==> src/dsp_pkg.sv <==
// Contract
// - dual-slope modes count zero up to TOP, back to zero, forever
// - waveform codes 0x1, 0x2, 0x3 use fixed TOP 0x00ff, 0x01ff, 0x03ff
// - phase correct: code 0xa takes TOP from capture, 0xb from compare A
// - phase/frequency correct: code 0x8 TOP from capture, 0x9 from compare A
// - count holds TOP for one timer tick, then counts down
// - action 0x2 clears on up-match, sets on down-match; 0x3 inverse
// - a channel flag sets whenever count equals its compare value
// - phase correct sets overflow flag each time count reaches zero
// - phase correct loads compares at TOP; A or capture flag set then
// - TOP change: down slope keeps old length, up slope takes new
// - fixed TOP masks compare writes above active resolution to zero
// - phase correct: compare zero gives steady low, TOP steady high
// - code 0xb with A action 0x1 toggles output A, 50 percent duty
// - phase/frequency correct sets overflow when compares load at zero
// - phase/frequency correct sets A or capture flag at TOP
// - phase/frequency correct: compare zero steady low, TOP steady high
// - code 0x9 with A action 0x1 toggles output A, 50 percent duty
// - output reaches pin only when pin direction bit selects output
// - output period is 2*N*TOP clocks, N is 1, 8, 64, 256 or 1024
// - action 0x0 disconnects output, pin keeps ordinary port function
// - action 0x1 toggles A only for codes 9 or 11, else disconnected
package dsp_pkg;

	// ----------------------------------------------------------------
	// widths and register map
	// ----------------------------------------------------------------
	localparam int CNT_W = 16;
	localparam int ADDR_W = 8;
	localparam int DATA_W = 32;
	localparam int PRE_W = 10;

	localparam logic [ADDR_W-1:0] REG_CTRL = 8'h00;
	localparam logic [ADDR_W-1:0] REG_COUNT = 8'h04;
	localparam logic [ADDR_W-1:0] REG_CMP_A = 8'h08;
	localparam logic [ADDR_W-1:0] REG_CMP_B = 8'h0c;
	localparam logic [ADDR_W-1:0] REG_CAPT = 8'h10;
	localparam logic [ADDR_W-1:0] REG_FLAGS = 8'h14;

	// ----------------------------------------------------------------
	// control fields, reset values
	// ----------------------------------------------------------------
	localparam int CTRL_WGM_LSB = 0;
	localparam int CTRL_ACT_A_LSB = 4;
	localparam int CTRL_ACT_B_LSB = 6;
	localparam int CTRL_CS_LSB = 8;
	localparam int CTRL_DIR_A_BIT = 12;
	localparam int CTRL_DIR_B_BIT = 13;
	localparam logic [DATA_W-1:0] CTRL_MASK = 32'h0000_37ff;
	localparam logic [DATA_W-1:0] CTRL_RESET = 32'h0000_0000;
	localparam logic [CNT_W-1:0] CNT_RESET = 16'h0000;

	localparam int FLG_OVF = 0;
	localparam int FLG_CMP_A = 1;
	localparam int FLG_CMP_B = 2;
	localparam int FLG_CAPT = 3;
	localparam int FLG_W = 4;

	localparam logic [1:0] RESP_OKAY = 2'h0;
	localparam logic [1:0] RESP_SLVERR = 2'h2;

	// ----------------------------------------------------------------
	// waveform codes, TOP values
	// ----------------------------------------------------------------
	localparam logic [3:0] WGM_PC8 = 4'h1;
	localparam logic [3:0] WGM_PC9 = 4'h2;
	localparam logic [3:0] WGM_PC10 = 4'h3;
	localparam logic [3:0] WGM_PFC_CAPT = 4'h8;
	localparam logic [3:0] WGM_PFC_CMPA = 4'h9;
	localparam logic [3:0] WGM_PC_CAPT = 4'ha;
	localparam logic [3:0] WGM_PC_CMPA = 4'hb;

	localparam logic [CNT_W-1:0] TOP_8 = 16'h00ff;
	localparam logic [CNT_W-1:0] TOP_9 = 16'h01ff;
	localparam logic [CNT_W-1:0] TOP_10 = 16'h03ff;
	localparam logic [CNT_W-1:0] CNT_MAX = 16'hffff;
	localparam logic [CNT_W-1:0] BOTTOM = 16'h0000;

	typedef enum logic [1:0] {
		ACT_OFF = 2'b00,
		ACT_TOGGLE = 2'b01,
		ACT_CLEAR_UP = 2'b10,
		ACT_SET_UP = 2'b11
	} dsp_action_type;

	// ----------------------------------------------------------------
	// prescaler selects and divide masks
	// ----------------------------------------------------------------
	localparam logic [2:0] CS_STOP = 3'h0;
	localparam logic [2:0] CS_DIV1 = 3'h1;
	localparam logic [2:0] CS_DIV8 = 3'h2;
	localparam logic [2:0] CS_DIV64 = 3'h3;
	localparam logic [2:0] CS_DIV256 = 3'h4;
	localparam logic [2:0] CS_DIV1024 = 3'h5;
	localparam logic [PRE_W-1:0] MASK_DIV1 = 10'h000;
	localparam logic [PRE_W-1:0] MASK_DIV8 = 10'h007;
	localparam logic [PRE_W-1:0] MASK_DIV64 = 10'h03f;
	localparam logic [PRE_W-1:0] MASK_DIV256 = 10'h0ff;
	localparam logic [PRE_W-1:0] MASK_DIV1024 = 10'h3ff;

	// mask of bits a compare may hold under a fixed TOP
	function automatic logic [CNT_W-1:0] fixed_mask(input logic [3:0] wgm);
		case (wgm)
			WGM_PC8: fixed_mask = TOP_8;
			WGM_PC9: fixed_mask = TOP_9;
			WGM_PC10: fixed_mask = TOP_10;
			default: fixed_mask = CNT_MAX;
		endcase
	endfunction

	// frequency correct modes load compares at bottom
	function automatic logic is_pfc(input logic [3:0] wgm);
		is_pfc = (wgm == WGM_PFC_CAPT) || (wgm == WGM_PFC_CMPA);
	endfunction

	function automatic logic is_dual(input logic [3:0] wgm);
		is_dual = is_pfc(wgm) || (wgm == WGM_PC8) || (wgm == WGM_PC9) ||
			(wgm == WGM_PC10) || (wgm == WGM_PC_CAPT) ||
			(wgm == WGM_PC_CMPA);
	endfunction

endpackage

==> src/dsp_cnt_if.sv <==
`timescale 1ns/10ps
// counter state shared from the timebase to each compare unit
interface dsp_cnt_if;
	logic tick;
	logic [15:0] count;
	logic dir_up;
	logic load_now;

	modport source (output tick, count, dir_up, load_now);
	modport sink (input tick, count, dir_up, load_now);
endinterface

==> src/dsp_timer.sv <==
// Register access over AXI4-Lite and the register offsets were left to the implementer.
`timescale 1ns/10ps
module dsp_timer (
	// clock and reset
	input wire logic i_core_clk,
	input wire logic i_rst_b,
	// axi4-lite write address
	input wire logic i_awvalid,
	output logic o_awready,
	input wire logic [dsp_pkg::ADDR_W-1:0] i_awaddr,
	input wire logic [2:0] i_awprot,
	// axi4-lite write data
	input wire logic i_wvalid,
	output logic o_wready,
	input wire logic [dsp_pkg::DATA_W-1:0] i_wdata,
	input wire logic [3:0] i_wstrb,
	// axi4-lite write response
	output logic o_bvalid,
	input wire logic i_bready,
	output logic [1:0] o_bresp,
	// axi4-lite read address
	input wire logic i_arvalid,
	output logic o_arready,
	input wire logic [dsp_pkg::ADDR_W-1:0] i_araddr,
	input wire logic [2:0] i_arprot,
	// axi4-lite read data
	output logic o_rvalid,
	input wire logic i_rready,
	output logic [dsp_pkg::DATA_W-1:0] o_rdata,
	output logic [1:0] o_rresp,
	// ordinary port data when the compare output is disconnected
	input wire logic i_port_data_a,
	input wire logic i_port_data_b,
	// compare output pins
	output logic o_pin_a,
	output logic o_pin_a_oe_b,
	output logic o_pin_b,
	output logic o_pin_b_oe_b
);
	import dsp_pkg::*;

	// ----------------------------------------------------------------
	// declarations
	// ----------------------------------------------------------------
	logic [1:0] rst_sync_reg;
	logic rst_b;
	logic [ADDR_W-1:0] awaddr_reg;
	logic [DATA_W-1:0] wdata_reg;
	logic [3:0] wstrb_reg;
	logic do_write;
	logic [DATA_W-1:0] ctrl_reg;
	logic [CNT_W-1:0] count_value_reg;
	logic count_up_reg;
	logic [CNT_W-1:0] capture_value_reg;
	logic [FLG_W-1:0] flags_reg;
	logic [FLG_W-1:0] flag_set;
	logic [FLG_W-1:0] flag_clr;
	logic [3:0] waveform_select;
	dsp_action_type output_action_select_a;
	dsp_action_type output_action_select_b;
	logic pin_direction_bit_a;
	logic pin_direction_bit_b;
	logic tick;
	logic run_tick;
	logic [CNT_W-1:0] top_value;
	logic at_top;
	logic at_bottom;
	logic dir_up_eff;
	logic toggle_ok_a;
	logic conn_a;
	logic conn_b;
	logic wr_ctrl;
	logic wr_count;
	logic wr_cmp_a;
	logic wr_cmp_b;
	logic wr_capt;
	logic wr_flags;
	logic [DATA_W-1:0] wr_merge_cnt;
	logic [DATA_W-1:0] wr_merge_a;
	logic [DATA_W-1:0] wr_merge_b;
	logic [DATA_W-1:0] wr_merge_capt;
	logic [DATA_W-1:0] wr_merge_ctrl;
	logic [CNT_W-1:0] cmp_a_buffer;
	logic [CNT_W-1:0] cmp_a_active;
	logic [CNT_W-1:0] cmp_b_buffer;
	logic [CNT_W-1:0] cmp_b_active;
	logic match_a;
	logic match_b;
	logic level_a;
	logic level_b;

	dsp_cnt_if cnt_bus ();

	// byte-lane merge of a write onto the old word
	function automatic logic [DATA_W-1:0] merge_strb(
		input logic [DATA_W-1:0] old_word,
		input logic [DATA_W-1:0] new_word,
		input logic [3:0] strb
	);
		logic [DATA_W-1:0] res;
		res = old_word;
		for (int i = 0; i < 4; i++) begin
			if (strb[i]) begin
				res[8*i +: 8] = new_word[8*i +: 8];
			end
		end
		merge_strb = res;
	endfunction

	// word-aligned address match
	function automatic logic addr_is(
		input logic [ADDR_W-1:0] addr,
		input logic [ADDR_W-1:0] offs
	);
		addr_is = (addr[ADDR_W-1:2] == offs[ADDR_W-1:2]);
	endfunction

	function automatic logic addr_mapped(input logic [ADDR_W-1:0] addr);
		addr_mapped = addr_is(addr, REG_CTRL) || addr_is(addr, REG_COUNT) ||
			addr_is(addr, REG_CMP_A) || addr_is(addr, REG_CMP_B) ||
			addr_is(addr, REG_CAPT) || addr_is(addr, REG_FLAGS);
	endfunction

	// ----------------------------------------------------------------
	// reset release
	// ----------------------------------------------------------------
	// assertion is immediate, release waits two clocks
	always_ff @(posedge i_core_clk or negedge i_rst_b) begin
		if (!i_rst_b) begin
			rst_sync_reg <= 2'h0;
		end else begin
			rst_sync_reg <= {rst_sync_reg[0], 1'b1};
		end
	end
	assign rst_b = rst_sync_reg[1];

	// ----------------------------------------------------------------
	// axi4-lite write channel
	// ----------------------------------------------------------------
	// address and data are taken in either order; ready drops until
	// the response is accepted, so one write is in flight at most
	always_ff @(posedge i_core_clk or negedge rst_b) begin
		if (!rst_b) begin
			o_awready <= 1'b1;
			o_wready <= 1'b1;
			o_bvalid <= 1'b0;
			o_bresp <= RESP_OKAY;
			awaddr_reg <= 8'h00;
			wdata_reg <= 32'h0000_0000;
			wstrb_reg <= 4'h0;
		end else begin
			if (i_awvalid && o_awready) begin
				o_awready <= 1'b0;
				awaddr_reg <= i_awaddr;
			end
			if (i_wvalid && o_wready) begin
				o_wready <= 1'b0;
				wdata_reg <= i_wdata;
				wstrb_reg <= i_wstrb;
			end
			if (do_write) begin
				o_bvalid <= 1'b1;
				o_bresp <= addr_mapped(awaddr_reg) ? RESP_OKAY : RESP_SLVERR;
			end else if (o_bvalid && i_bready) begin
				o_bvalid <= 1'b0;
				o_awready <= 1'b1;
				o_wready <= 1'b1;
			end
		end
	end

	assign do_write = !o_awready && !o_wready && !o_bvalid;
	assign wr_ctrl = do_write && addr_is(awaddr_reg, REG_CTRL);
	assign wr_count = do_write && addr_is(awaddr_reg, REG_COUNT);
	assign wr_cmp_a = do_write && addr_is(awaddr_reg, REG_CMP_A);
	assign wr_cmp_b = do_write && addr_is(awaddr_reg, REG_CMP_B);
	assign wr_capt = do_write && addr_is(awaddr_reg, REG_CAPT);
	assign wr_flags = do_write && addr_is(awaddr_reg, REG_FLAGS);

	// merged write words; compare writes lose bits above a fixed TOP
	always_comb begin
		wr_merge_ctrl = merge_strb(ctrl_reg, wdata_reg, wstrb_reg) & CTRL_MASK;
		wr_merge_cnt = merge_strb({16'h0000, count_value_reg}, wdata_reg,
			wstrb_reg);
		wr_merge_a = merge_strb({16'h0000, cmp_a_buffer}, wdata_reg, wstrb_reg) &
			{16'h0000, fixed_mask(waveform_select)};
		wr_merge_b = merge_strb({16'h0000, cmp_b_buffer}, wdata_reg, wstrb_reg) &
			{16'h0000, fixed_mask(waveform_select)};
		wr_merge_capt = merge_strb({16'h0000, capture_value_reg}, wdata_reg,
			wstrb_reg);
	end

	// ----------------------------------------------------------------
	// axi4-lite read channel
	// ----------------------------------------------------------------
	always_ff @(posedge i_core_clk or negedge rst_b) begin
		if (!rst_b) begin
			o_arready <= 1'b1;
			o_rvalid <= 1'b0;
			o_rdata <= 32'h0000_0000;
			o_rresp <= RESP_OKAY;
		end else if (i_arvalid && o_arready) begin
			o_arready <= 1'b0;
			o_rvalid <= 1'b1;
			o_rresp <= addr_mapped(i_araddr) ? RESP_OKAY : RESP_SLVERR;
			o_rdata <= 32'h0000_0000;
			if (addr_is(i_araddr, REG_CTRL)) begin
				o_rdata <= ctrl_reg;
			end else if (addr_is(i_araddr, REG_COUNT)) begin
				o_rdata <= {16'h0000, count_value_reg};
			end else if (addr_is(i_araddr, REG_CMP_A)) begin
				o_rdata <= {16'h0000, cmp_a_buffer};
			end else if (addr_is(i_araddr, REG_CMP_B)) begin
				o_rdata <= {16'h0000, cmp_b_buffer};
			end else if (addr_is(i_araddr, REG_CAPT)) begin
				o_rdata <= {16'h0000, capture_value_reg};
			end else if (addr_is(i_araddr, REG_FLAGS)) begin
				o_rdata <= {28'h000_0000, flags_reg};
			end
		end else if (o_rvalid && i_rready) begin
			o_rvalid <= 1'b0;
			o_arready <= 1'b1;
		end
	end

	// ----------------------------------------------------------------
	// configuration registers
	// ----------------------------------------------------------------
	always_ff @(posedge i_core_clk or negedge rst_b) begin
		if (!rst_b) begin
			ctrl_reg <= CTRL_RESET;
		end else if (wr_ctrl) begin
			ctrl_reg <= wr_merge_ctrl;
		end
	end

	// capture value is not double buffered and takes effect at once
	always_ff @(posedge i_core_clk or negedge rst_b) begin
		if (!rst_b) begin
			capture_value_reg <= CNT_RESET;
		end else if (wr_capt) begin
			capture_value_reg <= wr_merge_capt[CNT_W-1:0];
		end
	end

	assign waveform_select = ctrl_reg[CTRL_WGM_LSB +: 4];
	assign output_action_select_a =
		dsp_action_type'(ctrl_reg[CTRL_ACT_A_LSB +: 2]);
	assign output_action_select_b =
		dsp_action_type'(ctrl_reg[CTRL_ACT_B_LSB +: 2]);
	assign pin_direction_bit_a = ctrl_reg[CTRL_DIR_A_BIT];
	assign pin_direction_bit_b = ctrl_reg[CTRL_DIR_B_BIT];

	// ----------------------------------------------------------------
	// timebase
	// ----------------------------------------------------------------
	dsp_prescaler u_prescaler (
		.i_clk(i_core_clk),
		.i_rst_b(rst_b),
		.i_clk_sel(ctrl_reg[CTRL_CS_LSB +: 3]),
		.o_tick(tick)
	);

	// TOP source; compare A in force (not its buffer) defines TOP
	always_comb begin
		case (waveform_select)
			WGM_PC8: top_value = TOP_8;
			WGM_PC9: top_value = TOP_9;
			WGM_PC10: top_value = TOP_10;
			WGM_PC_CAPT: top_value = capture_value_reg;
			WGM_PC_CMPA: top_value = cmp_a_active;
			WGM_PFC_CAPT: top_value = capture_value_reg;
			WGM_PFC_CMPA: top_value = cmp_a_active;
			default: top_value = CNT_MAX;
		endcase
	end

	// other waveform modes are not served here: the counter just halts
	assign run_tick = tick && is_dual(waveform_select);
	assign at_top = (count_value_reg == top_value);
	assign at_bottom = (count_value_reg == BOTTOM);
	// zero turns upward, TOP turns downward; between them keep going
	assign dir_up_eff = at_bottom ? 1'b1 : (at_top ? 1'b0 : count_up_reg);

	// each value, TOP included, stands for one tick; a TOP lowered
	// under the count runs on up through wrap until it meets TOP again
	always_ff @(posedge i_core_clk or negedge rst_b) begin
		if (!rst_b) begin
			count_value_reg <= CNT_RESET;
			count_up_reg <= 1'b1;
		end else if (wr_count) begin
			count_value_reg <= wr_merge_cnt[CNT_W-1:0];
		end else if (run_tick) begin
			count_up_reg <= dir_up_eff;
			if (dir_up_eff) begin
				count_value_reg <= count_value_reg + 16'h0001;
			end else begin
				count_value_reg <= count_value_reg - 16'h0001;
			end
		end
	end

	// phase correct reloads at TOP, so the next down slope still sees
	// the old TOP; frequency correct reloads at zero, slopes stay equal
	assign cnt_bus.tick = run_tick;
	assign cnt_bus.count = count_value_reg;
	assign cnt_bus.dir_up = dir_up_eff;
	assign cnt_bus.load_now = run_tick &&
		(is_pfc(waveform_select) ? at_bottom : at_top);

	// ----------------------------------------------------------------
	// compare channels
	// ----------------------------------------------------------------
	assign toggle_ok_a = (waveform_select == WGM_PFC_CMPA) ||
		(waveform_select == WGM_PC_CMPA);

	dsp_compare_unit u_cmp_a (
		.i_clk(i_core_clk),
		.i_rst_b(rst_b),
		.cnt(cnt_bus.sink),
		.i_action(output_action_select_a),
		.i_toggle_ok(toggle_ok_a),
		.i_buf_we(wr_cmp_a),
		.i_buf_data(wr_merge_a[CNT_W-1:0]),
		.o_buffer(cmp_a_buffer),
		.o_active(cmp_a_active),
		.o_match(match_a),
		.o_level(level_a)
	);

	dsp_compare_unit u_cmp_b (
		.i_clk(i_core_clk),
		.i_rst_b(rst_b),
		.cnt(cnt_bus.sink),
		.i_action(output_action_select_b),
		.i_toggle_ok(1'b0),
		.i_buf_we(wr_cmp_b),
		.i_buf_data(wr_merge_b[CNT_W-1:0]),
		.o_buffer(cmp_b_buffer),
		.o_active(cmp_b_active),
		.o_match(match_b),
		.o_level(level_b)
	);

	// ----------------------------------------------------------------
	// flags
	// ----------------------------------------------------------------
	// with compare A as TOP its match falls on the TOP tick by itself
	always_comb begin
		flag_set = '0;
		flag_set[FLG_OVF] = run_tick && at_bottom;
		flag_set[FLG_CMP_A] = match_a;
		flag_set[FLG_CMP_B] = match_b;
		flag_set[FLG_CAPT] = run_tick && at_top &&
			((waveform_select == WGM_PC_CAPT) ||
			(waveform_select == WGM_PFC_CAPT));
		flag_clr = (wr_flags && wstrb_reg[0]) ? wdata_reg[FLG_W-1:0] : '0;
	end

	// write one to clear; a set in the same cycle wins
	always_ff @(posedge i_core_clk or negedge rst_b) begin
		if (!rst_b) begin
			flags_reg <= '0;
		end else begin
			flags_reg <= (flags_reg & ~flag_clr) | flag_set;
		end
	end

	// ----------------------------------------------------------------
	// pins
	// ----------------------------------------------------------------
	// toggle on B, or on A outside codes 9 and 11, leaves the pin alone
	assign conn_a = (output_action_select_a != ACT_OFF) &&
		((output_action_select_a != ACT_TOGGLE) || toggle_ok_a);
	assign conn_b = (output_action_select_b != ACT_OFF) &&
		(output_action_select_b != ACT_TOGGLE);

	// registered pins; driver enabled only by the direction bit
	always_ff @(posedge i_core_clk or negedge rst_b) begin
		if (!rst_b) begin
			o_pin_a <= 1'b0;
			o_pin_b <= 1'b0;
			o_pin_a_oe_b <= 1'b1;
			o_pin_b_oe_b <= 1'b1;
		end else begin
			o_pin_a <= conn_a ? level_a : i_port_data_a;
			o_pin_b <= conn_b ? level_b : i_port_data_b;
			o_pin_a_oe_b <= ~pin_direction_bit_a;
			o_pin_b_oe_b <= ~pin_direction_bit_b;
		end
	end

endmodule

==> src/dsp_prescaler.sv <==
`timescale 1ns/10ps
module dsp_prescaler (
	// clock and reset
	input wire logic i_clk,
	input wire logic i_rst_b,
	// select and timer clock enable
	input wire logic [2:0] i_clk_sel,
	output logic o_tick
);
	import dsp_pkg::*;

	logic [PRE_W-1:0] pre_reg;
	logic [PRE_W-1:0] mask;

	// free-running divider; a stopped select still counts, harmless
	always_ff @(posedge i_clk or negedge i_rst_b) begin
		if (!i_rst_b) begin
			pre_reg <= 10'h000;
		end else begin
			pre_reg <= pre_reg + 10'h001;
		end
	end

	// one enable pulse every N clocks
	always_comb begin
		mask = MASK_DIV1;
		case (i_clk_sel)
			CS_DIV8: mask = MASK_DIV8;
			CS_DIV64: mask = MASK_DIV64;
			CS_DIV256: mask = MASK_DIV256;
			CS_DIV1024: mask = MASK_DIV1024;
			default: mask = MASK_DIV1;
		endcase
		o_tick = (i_clk_sel != CS_STOP) && ((pre_reg & mask) == mask);
	end
endmodule

==> src/dsp_compare_unit.sv <==
`timescale 1ns/10ps
module dsp_compare_unit (
	// clock and reset
	input wire logic i_clk,
	input wire logic i_rst_b,
	// counter state
	dsp_cnt_if.sink cnt,
	// configuration
	input wire dsp_pkg::dsp_action_type i_action,
	input wire logic i_toggle_ok,
	// buffer write
	input wire logic i_buf_we,
	input wire logic [15:0] i_buf_data,
	// state out
	output logic [15:0] o_buffer,
	output logic [15:0] o_active,
	output logic o_match,
	output logic o_level
);
	import dsp_pkg::*;

	// match is judged against the value in force before any reload
	assign o_match = cnt.tick && (cnt.count == o_active);

	// software only ever touches the buffer
	always_ff @(posedge i_clk or negedge i_rst_b) begin
		if (!i_rst_b) begin
			o_buffer <= CNT_RESET;
		end else if (i_buf_we) begin
			o_buffer <= i_buf_data;
		end
	end

	// double buffer: reload at TOP or bottom as the timebase says
	always_ff @(posedge i_clk or negedge i_rst_b) begin
		if (!i_rst_b) begin
			o_active <= CNT_RESET;
		end else if (cnt.load_now) begin
			o_active <= o_buffer;
		end
	end

	// waveform level; at TOP direction reads as down, at zero as up,
	// so extreme compares give steady levels
	always_ff @(posedge i_clk or negedge i_rst_b) begin
		if (!i_rst_b) begin
			o_level <= 1'b0;
		end else if (o_match) begin
			case (i_action)
				ACT_TOGGLE: begin
					if (i_toggle_ok) begin
						o_level <= ~o_level;
					end
				end
				ACT_CLEAR_UP: o_level <= ~cnt.dir_up;
				ACT_SET_UP: o_level <= cnt.dir_up;
				ACT_OFF: o_level <= o_level;
			endcase
		end
	end
endmodule

==> config.mk <==
export PLATFORM = sky130hd
export DESIGN_NAME = dsp_timer
export DESIGN_NICKNAME = d
export VERILOG_FILES = /design/src/dsp_pkg.sv /design/src/dsp_cnt_if.sv /design/src/dsp_timer.sv /design/src/dsp_prescaler.sv /design/src/dsp_compare_unit.sv
export SDC_FILE = /design/constraint.sdc
export NUM_CORES = 1
export LEC_CHECK = 0
export BUFFER_PORTS_ARGS = -buffer_cell sky130_fd_sc_hd__buf_4
export CAP_MARGIN = 30
export CELL_PAD_IN_SITES_DETAIL_PLACEMENT = 0
export CELL_PAD_IN_SITES_GLOBAL_PLACEMENT = 2
export CORE_MARGIN = 3
export CORE_UTILIZATION = 38
export DETAILED_ROUTE_END_ITERATION = 8
export PLACE_DENSITY = 0.79
export SLEW_MARGIN = 20
export SYNTH_ARGS = -nofsm -noshare
export SYNTH_HDL_FRONTEND = slang
export SYNTH_SLANG_ARGS = --single-unit
==> constraint.sdc <==
create_clock -name i_core_clk -period 7.6 [get_ports i_core_clk]
set_input_delay 0 -clock i_core_clk [delete_from_list [all_inputs] [get_ports i_core_clk]]
set_output_delay 0 -clock i_core_clk [all_outputs]
set_load 0.05 [all_outputs]
Yosys cells after proc, flatten, opt, wreduce, memory -nomap -nowiden
Cells that the tools add are included.

word-level totals
  logic and storage cells = 193
  bits in registers = 217
  output and inout port bits = 45
  input port bits = 67

operators by class
  bitwise logic cells = 13
  reductions and logical operators = 69
  mux-type cells = 41
  $add $sub $neg = 3
  eq/ne operators = 36

operators by type and width
  operator                                             count
  2-to-1 mux 16 bit                                    8
  one-hot mux 16 bit (5 select lines)                  1
  == test 16 bit                                       3
  2-to-1 mux 8 bit                                     6
  one-hot mux 16 bit (3 select lines)                  1
  one-hot mux 10 bit (4 select lines)                  1
  AND 16 bit                                           2
  == test 6 x 2 -> 1 bit (second input constant)       4
  == test 6 x 3 -> 1 bit (second input constant)       4
  logical AND 1 bit                                    24
  logical OR 1 bit                                     19
  2-to-1 mux 1 bit                                     18
  adder 16 x 1 -> 16 bit (second input constant)       1
  == test 4 bit (second input constant)                4
  zero test 16 bit                                     1
  AND reduction 2 bit                                  8
  subtractor 16 x 1 -> 16 bit (second input constant)  1
  == test 6 x 1 -> 1 bit (second input constant)       2
  zero test 6 bit                                      2
  adder 10 x 1 -> 10 bit (second input constant)       1
  AND 10 bit                                           1
  == test 10 bit                                       1
  nonzero test 2 bit                                   5
  == test 2 bit (second input constant)                4
  other kinds (20)                                     40

Longest topological paths before layout
  word-level depth = 11
  depth in mapped cells = 19
  depth with buffers taken out = 17

Hierarchy
From an unflattened synthesis, not the netlist that was laid out.

second synthesis, totals
  cell total of the unflattened synthesis = 963
  area total of the unflattened synthesis = 10070.9 sq um

by module, submodules not included
  module            area each (sq um)  cells each  sequential area each (sq um)  instances
  dsp_timer         6750.2             726         2585.0                        1
  dsp_compare_unit  1436.4             100         825.8                         2
  dsp_prescaler     447.9              37          250.2                         1

Least setup slack after synthesis
No wires, ideal clock.

  path kind = register -> register
  from = register ctrl_reg[1]
  to = register count_value_reg[15], in the netlist cnt_bus.count[15]
  data required time = 7.513 ns
  arrival time = 4.614 ns
  stages on the path, launching flop included = 20
  period minus slack after synthesis = 4.701 ns
  setup time = 0.087 ns
  path slack = 2.899 ns
  buffers on the path = 2
  path through = dfrtp_1 -> buf_6 -> or2_1 -> buf_6 -> a31oi_1 -> xor2_1 -> a2111oi_0 -> o311ai_1 -> o41a_2 -> inv_1 -> ha_1 -> a211oi_1 -> o21bai_1 -> o311ai_0 -> a21oi_1 -> a41oi_1 -> a211o_1 -> xnor2_1 -> or3_1 -> o211ai_1

on the way
  word-level cells in the longest chain between the ends = 10
  elaborated cells on any way between the ends = 25
  classes of those cells = eq/ne: 8; mux: 6; reduce/logical: 11

RTL lines
  element                                                                       RTL line          text
  start, declared                                                               dsp_timer.sv:51   logic [DATA_W-1:0] ctrl_reg;
  start signal, assigned                                                        dsp_timer.sv:233  ctrl_reg <= wr_merge_ctrl;
  branches (longest 10 deep; another with one-hot mux 16 bit (5 select lines))  n/a
  end signal, assigned                                                          dsp_timer.sv:292  count_value_reg <= wr_merge_cnt[CNT_W-1:0];
  end signal, assigned                                                          dsp_timer.sv:296  count_value_reg <= count_value_reg + 16'h0001;
  end signal, assigned                                                          dsp_timer.sv:298  count_value_reg <= count_value_reg - 16'h0001;
  end, declared                                                                 dsp_timer.sv:52   logic [CNT_W-1:0] count_value_reg;

Parallel ways; which one is timed is not known. The select of a mux whose other input is x is not followed.
A chain may end at the register's enable or synchronous reset.

Worst setup path in the final report
  from = register ctrl_reg[3]
  to = register count_value_reg[15], in the netlist cnt_bus.count[15]

The elaborated chain is that of the path after synthesis.

==> flow_summary.toml <==
[global_routing]
grt_max_degree = 178
grt_pass1_vias = 7012
grt_first_pass_wirelength_um = 41200
groute.usage.overall = 0.202
grt.overflow.total = 0
antenna_found_initial = 0

[setup_path]
path_class = "reg -> reg"
cp.required_ns = 7.95
path_delay_family = "compound AO/OA/AOI/OAI gates"
reg2reg_to = "cnt_bus.count[15]$_DFFE_PN0P_"
end_kind = "flop"
critPathSlowestCell = "dfrtp_1"
startpoint_type = "flop"
r2r-start = "ctrl_reg[3]$_DFFE_PN0P_"
r2r_slack_ns = 1.84
reg2reg_depth = 18
startpoint = "ctrl_reg[3]$_DFFE_PN0P_"
cp.arrival_ns = 6.12
crit_chain = "or2_1 -> a31oi_1 -> xor2_1 -> a2111oi_0 -> o311ai_1 -> o41a_2 -> inv_1 -> buf_4 -> ha_1 -> o21ai_0 -> o21bai_1 -> o311ai_0 -> a21oi_1 -> a41oi_1 -> a211o_1 -> xnor2_1 -> or3_1 -> o211ai_1"
slowest_delay_ns = 0.93
crit_fanout = 24
crit_buf_inv = 2

[detailed_routing]
wl_um = 26300
via_per_inst = 5.48
drtIter0Drc = 466
dr.pass1.iters = 5
drcViolationCount = 0
num_vias = 7141
antenna_left = 0
wl_per_cell_um = 20.2

[pwr]
leakagePower_uw = 0.00499
peakVddDrop_uv = 176
power.density_nw_per_um2 = 366

[die]
fp.dieH_um = 164
ios = 112
core_region_area_um2 = 24400
row_count = 57
start_util = 0.387
fp.dieArea_um2 = 26800
die_x_um = 164

[sta]
rsz0062_at_grt = "false"
fmax_mhz = 174
finalCritPeriodShare = 0.758
hold_ws_ns = 0.159
hold_viol = 0
worstMarginPinSlew_ns = 0.976
setup_violations = 0
relSlewSlack = 0.350
tns_ns = 0
skew_ns = 0.0101
slew_violations = 0
layout_setup_ws_ns = 1.84
final.min_clock_period_ns = 5.76

[synthesis]
ys_seq_elements = 179
async_flop_share = 1.00
yosysWarnings = 0
yosysUniqueCellTypes = 66
ys.flop_type = "dfrtp_1"
syn_area_um2 = 9430
yosysSeqAreaShare = 0.476
syn_inst = 879
synth-edff-count = 0
syn_area_per_cell_um2 = 10.7

[placed_design]
place.gp.congestion = 0.829
placed_area_um2 = 10200
port_buffers = 65
dp_hpwl_um = 18600
dp_cells = 1231
place_ws_ns = 1.89

[worst_hold_path]
hold_path_end = "o_rdata[13]$_DFFE_PN0P_"
holdCritPathClass = "in -> reg"
min_delay_path_depth = 5
hp-start = "i_araddr[3]"

[clock_tree]
clkSinkCount = 179
clock_path_buffers = 2
cts_setup_buffers = 0
cts_resized = 0
clk_pin_slew_ns = 0.07
insertion_delay_ns = 0.44
cts-buffers-inserted = 17
cts_tree = "built"
htree_levels = 4
cts-root-buf = "clkbuf_16"
ctsHoldBuffers = 38

[finish]
area_growth_pct = 18.6
antenna_cells = 0
final_cells = 1302
drive_gt1_frac = 0.229
final_area_um2 = 11200
fillers = 2332
fin_nets = 1049
multiInputGateArea_um2 = 4600
seqCellArea_um2 = 4490

[outcome]
outcome = "complete, no violations"

[flow_run]
drv_cap = 0
area by class of cell:
| cell class | count | share of cell area |
|---|---|---|
| inverter | 16 | 0.00537 |
| sequential | 179 | 0.401 |
| timing repair buffer | 117 | 0.0900 |
| multi-input combinational | 634 | 0.411 |
| clock inverter | 14 | 0.0178 |
| clock buffer | 18 | 0.0384 |
| tap | 324 | 0.0362 |
cell usage after synthesis, drive strengths merged, types with 13 or more instances:
cell	n	area (um2)
mux2i	22	220
nor4	14	87.6
nand2	74	278
dfrtp	173	4330
a21oi	45	229
nor2	34	128
inv	15	56.3
clkbuf	40	150
xor2	48	420
a22o	13	114
o21ai	49	245
ha	16	200
xnor2	14	123
a31oi	14	103
nor3	15	80.1
buf	27	210
mux2	103	1160
a221oi	22	193
nand3	24	120
stage by stage:
| step | total power [uW] | util |
|---|---|---|
| floorplan | 2660 | - |
| global placement | 3100 | 0.414 |
| detailed placement | 3130 | 0.417 |
| CTS | 4110 | 0.459 |
| global route | 4350 | 0.459 |
| finish | 4090 | 0.459 |
cells by family after synthesis:
group,share of synthesized area
muxes,0.146
other,0.000796
AOI/OAI and AO/OA,0.143
buffers and inverters,0.0446
DFF,0.476
and+or+nand+nor,0.109
adders and majority gates,0.0233
xor gates and xnor gates,0.0576
power by group:
group / internal [uW] / switching (uW) / leakage [uW]
logic: 660 / 812 / 0.00235
clock network: 557 / 404 / 0.000311
registers: 1230 / 431 / 0.00232
total: 2440 / 1650 / 0.00499
cell usage in the layout (no fill, tap or decap), types with 4 or more instances in the layout:
cell | Yosys | routed
inv_1 | 15 | 15
o21ai_0 | 45 | 45
mux2_1 | 6 | 6
nor2_1 | 34 | 34
or3_1 | 5 | 5
o32a_1 | 4 | 4
ha_1 | 16 | 16
o211ai_1 | 4 | 4
nand3_1 | 24 | 24
dfstp_2 | 6 | 6
a31oi_1 | 13 | 13
or2_2 | 4 | 4
bufinv_16 | 0 | 4
nor4_1 | 14 | 14
dfrtp_1 | 173 | 172
a22oi_1 | 7 | 7
a22o_1 | 13 | 13
clkbuf_16 | 0 | 17
a21boi_0 | 7 | 7
dlygate4sd3_1 | 0 | 38
xnor2_1 | 14 | 14
nand3b_1 | 10 | 10
nand2_1 | 74 | 74
o21ai_1 | 4 | 4
xor2_1 | 48 | 48
inv_6 | 0 | 4
conb_1 | 2 | 19
nor3_1 | 14 | 14
o22ai_1 | 8 | 8
and3_1 | 5 | 5
mux2_2 | 97 | 97
nand2b_1 | 5 | 5
a221oi_1 | 22 | 22
mux2i_1 | 22 | 22
a21o_1 | 7 | 7
buf_4 | 18 | 72
a21oi_1 | 44 | 44
metal layers:
| layer | vias up | wire, um | track usage | share of wire |
|---|---|---|---|---|
| li1 | 3359 | - | - | - |
| met1 | 3589 | 12500 | 0.286 | 0.47 |
| met2 | 167 | 12500 | 0.326 | 0.47 |
| met3 | 26 | 953 | 0.0294 | 0.036 |
| met4 | 0 | 396 | 0.0534 | 0.015 |
| met5 | - | 0 | 0 | 0 |
tightest hold or removal path, cell delays in order:
cell,delay [ns]
buf_4,0.12
nor4_1,0.05
buf_4,0.16
a21oi_1,0.14
o21ai_0,0.07
worst max-delay path by stage:
stage / end / slack, ns / cells after the start
2_1_floorplan: awaddr_reg[2]$_DFFE_PN0P_ / 2.25 / 0
3_3_place_gp: cnt_bus.count[15]$_DFFE_PN0P_ / 1.92 / 18
3_5_place_dp: cnt_bus.count[15]$_DFFE_PN0P_ / 1.89 / 18
4_1_cts: cnt_bus.count[15]$_DFFE_PN0P_ / 1.87 / 18
5_1_grt: cnt_bus.count[15]$_DFFE_PN0P_ / 1.38 / 18
6_report: cnt_bus.count[15]$_DFFE_PN0P_ / 1.84 / 18
Note: power is estimated with default switching activity, not from simulation.
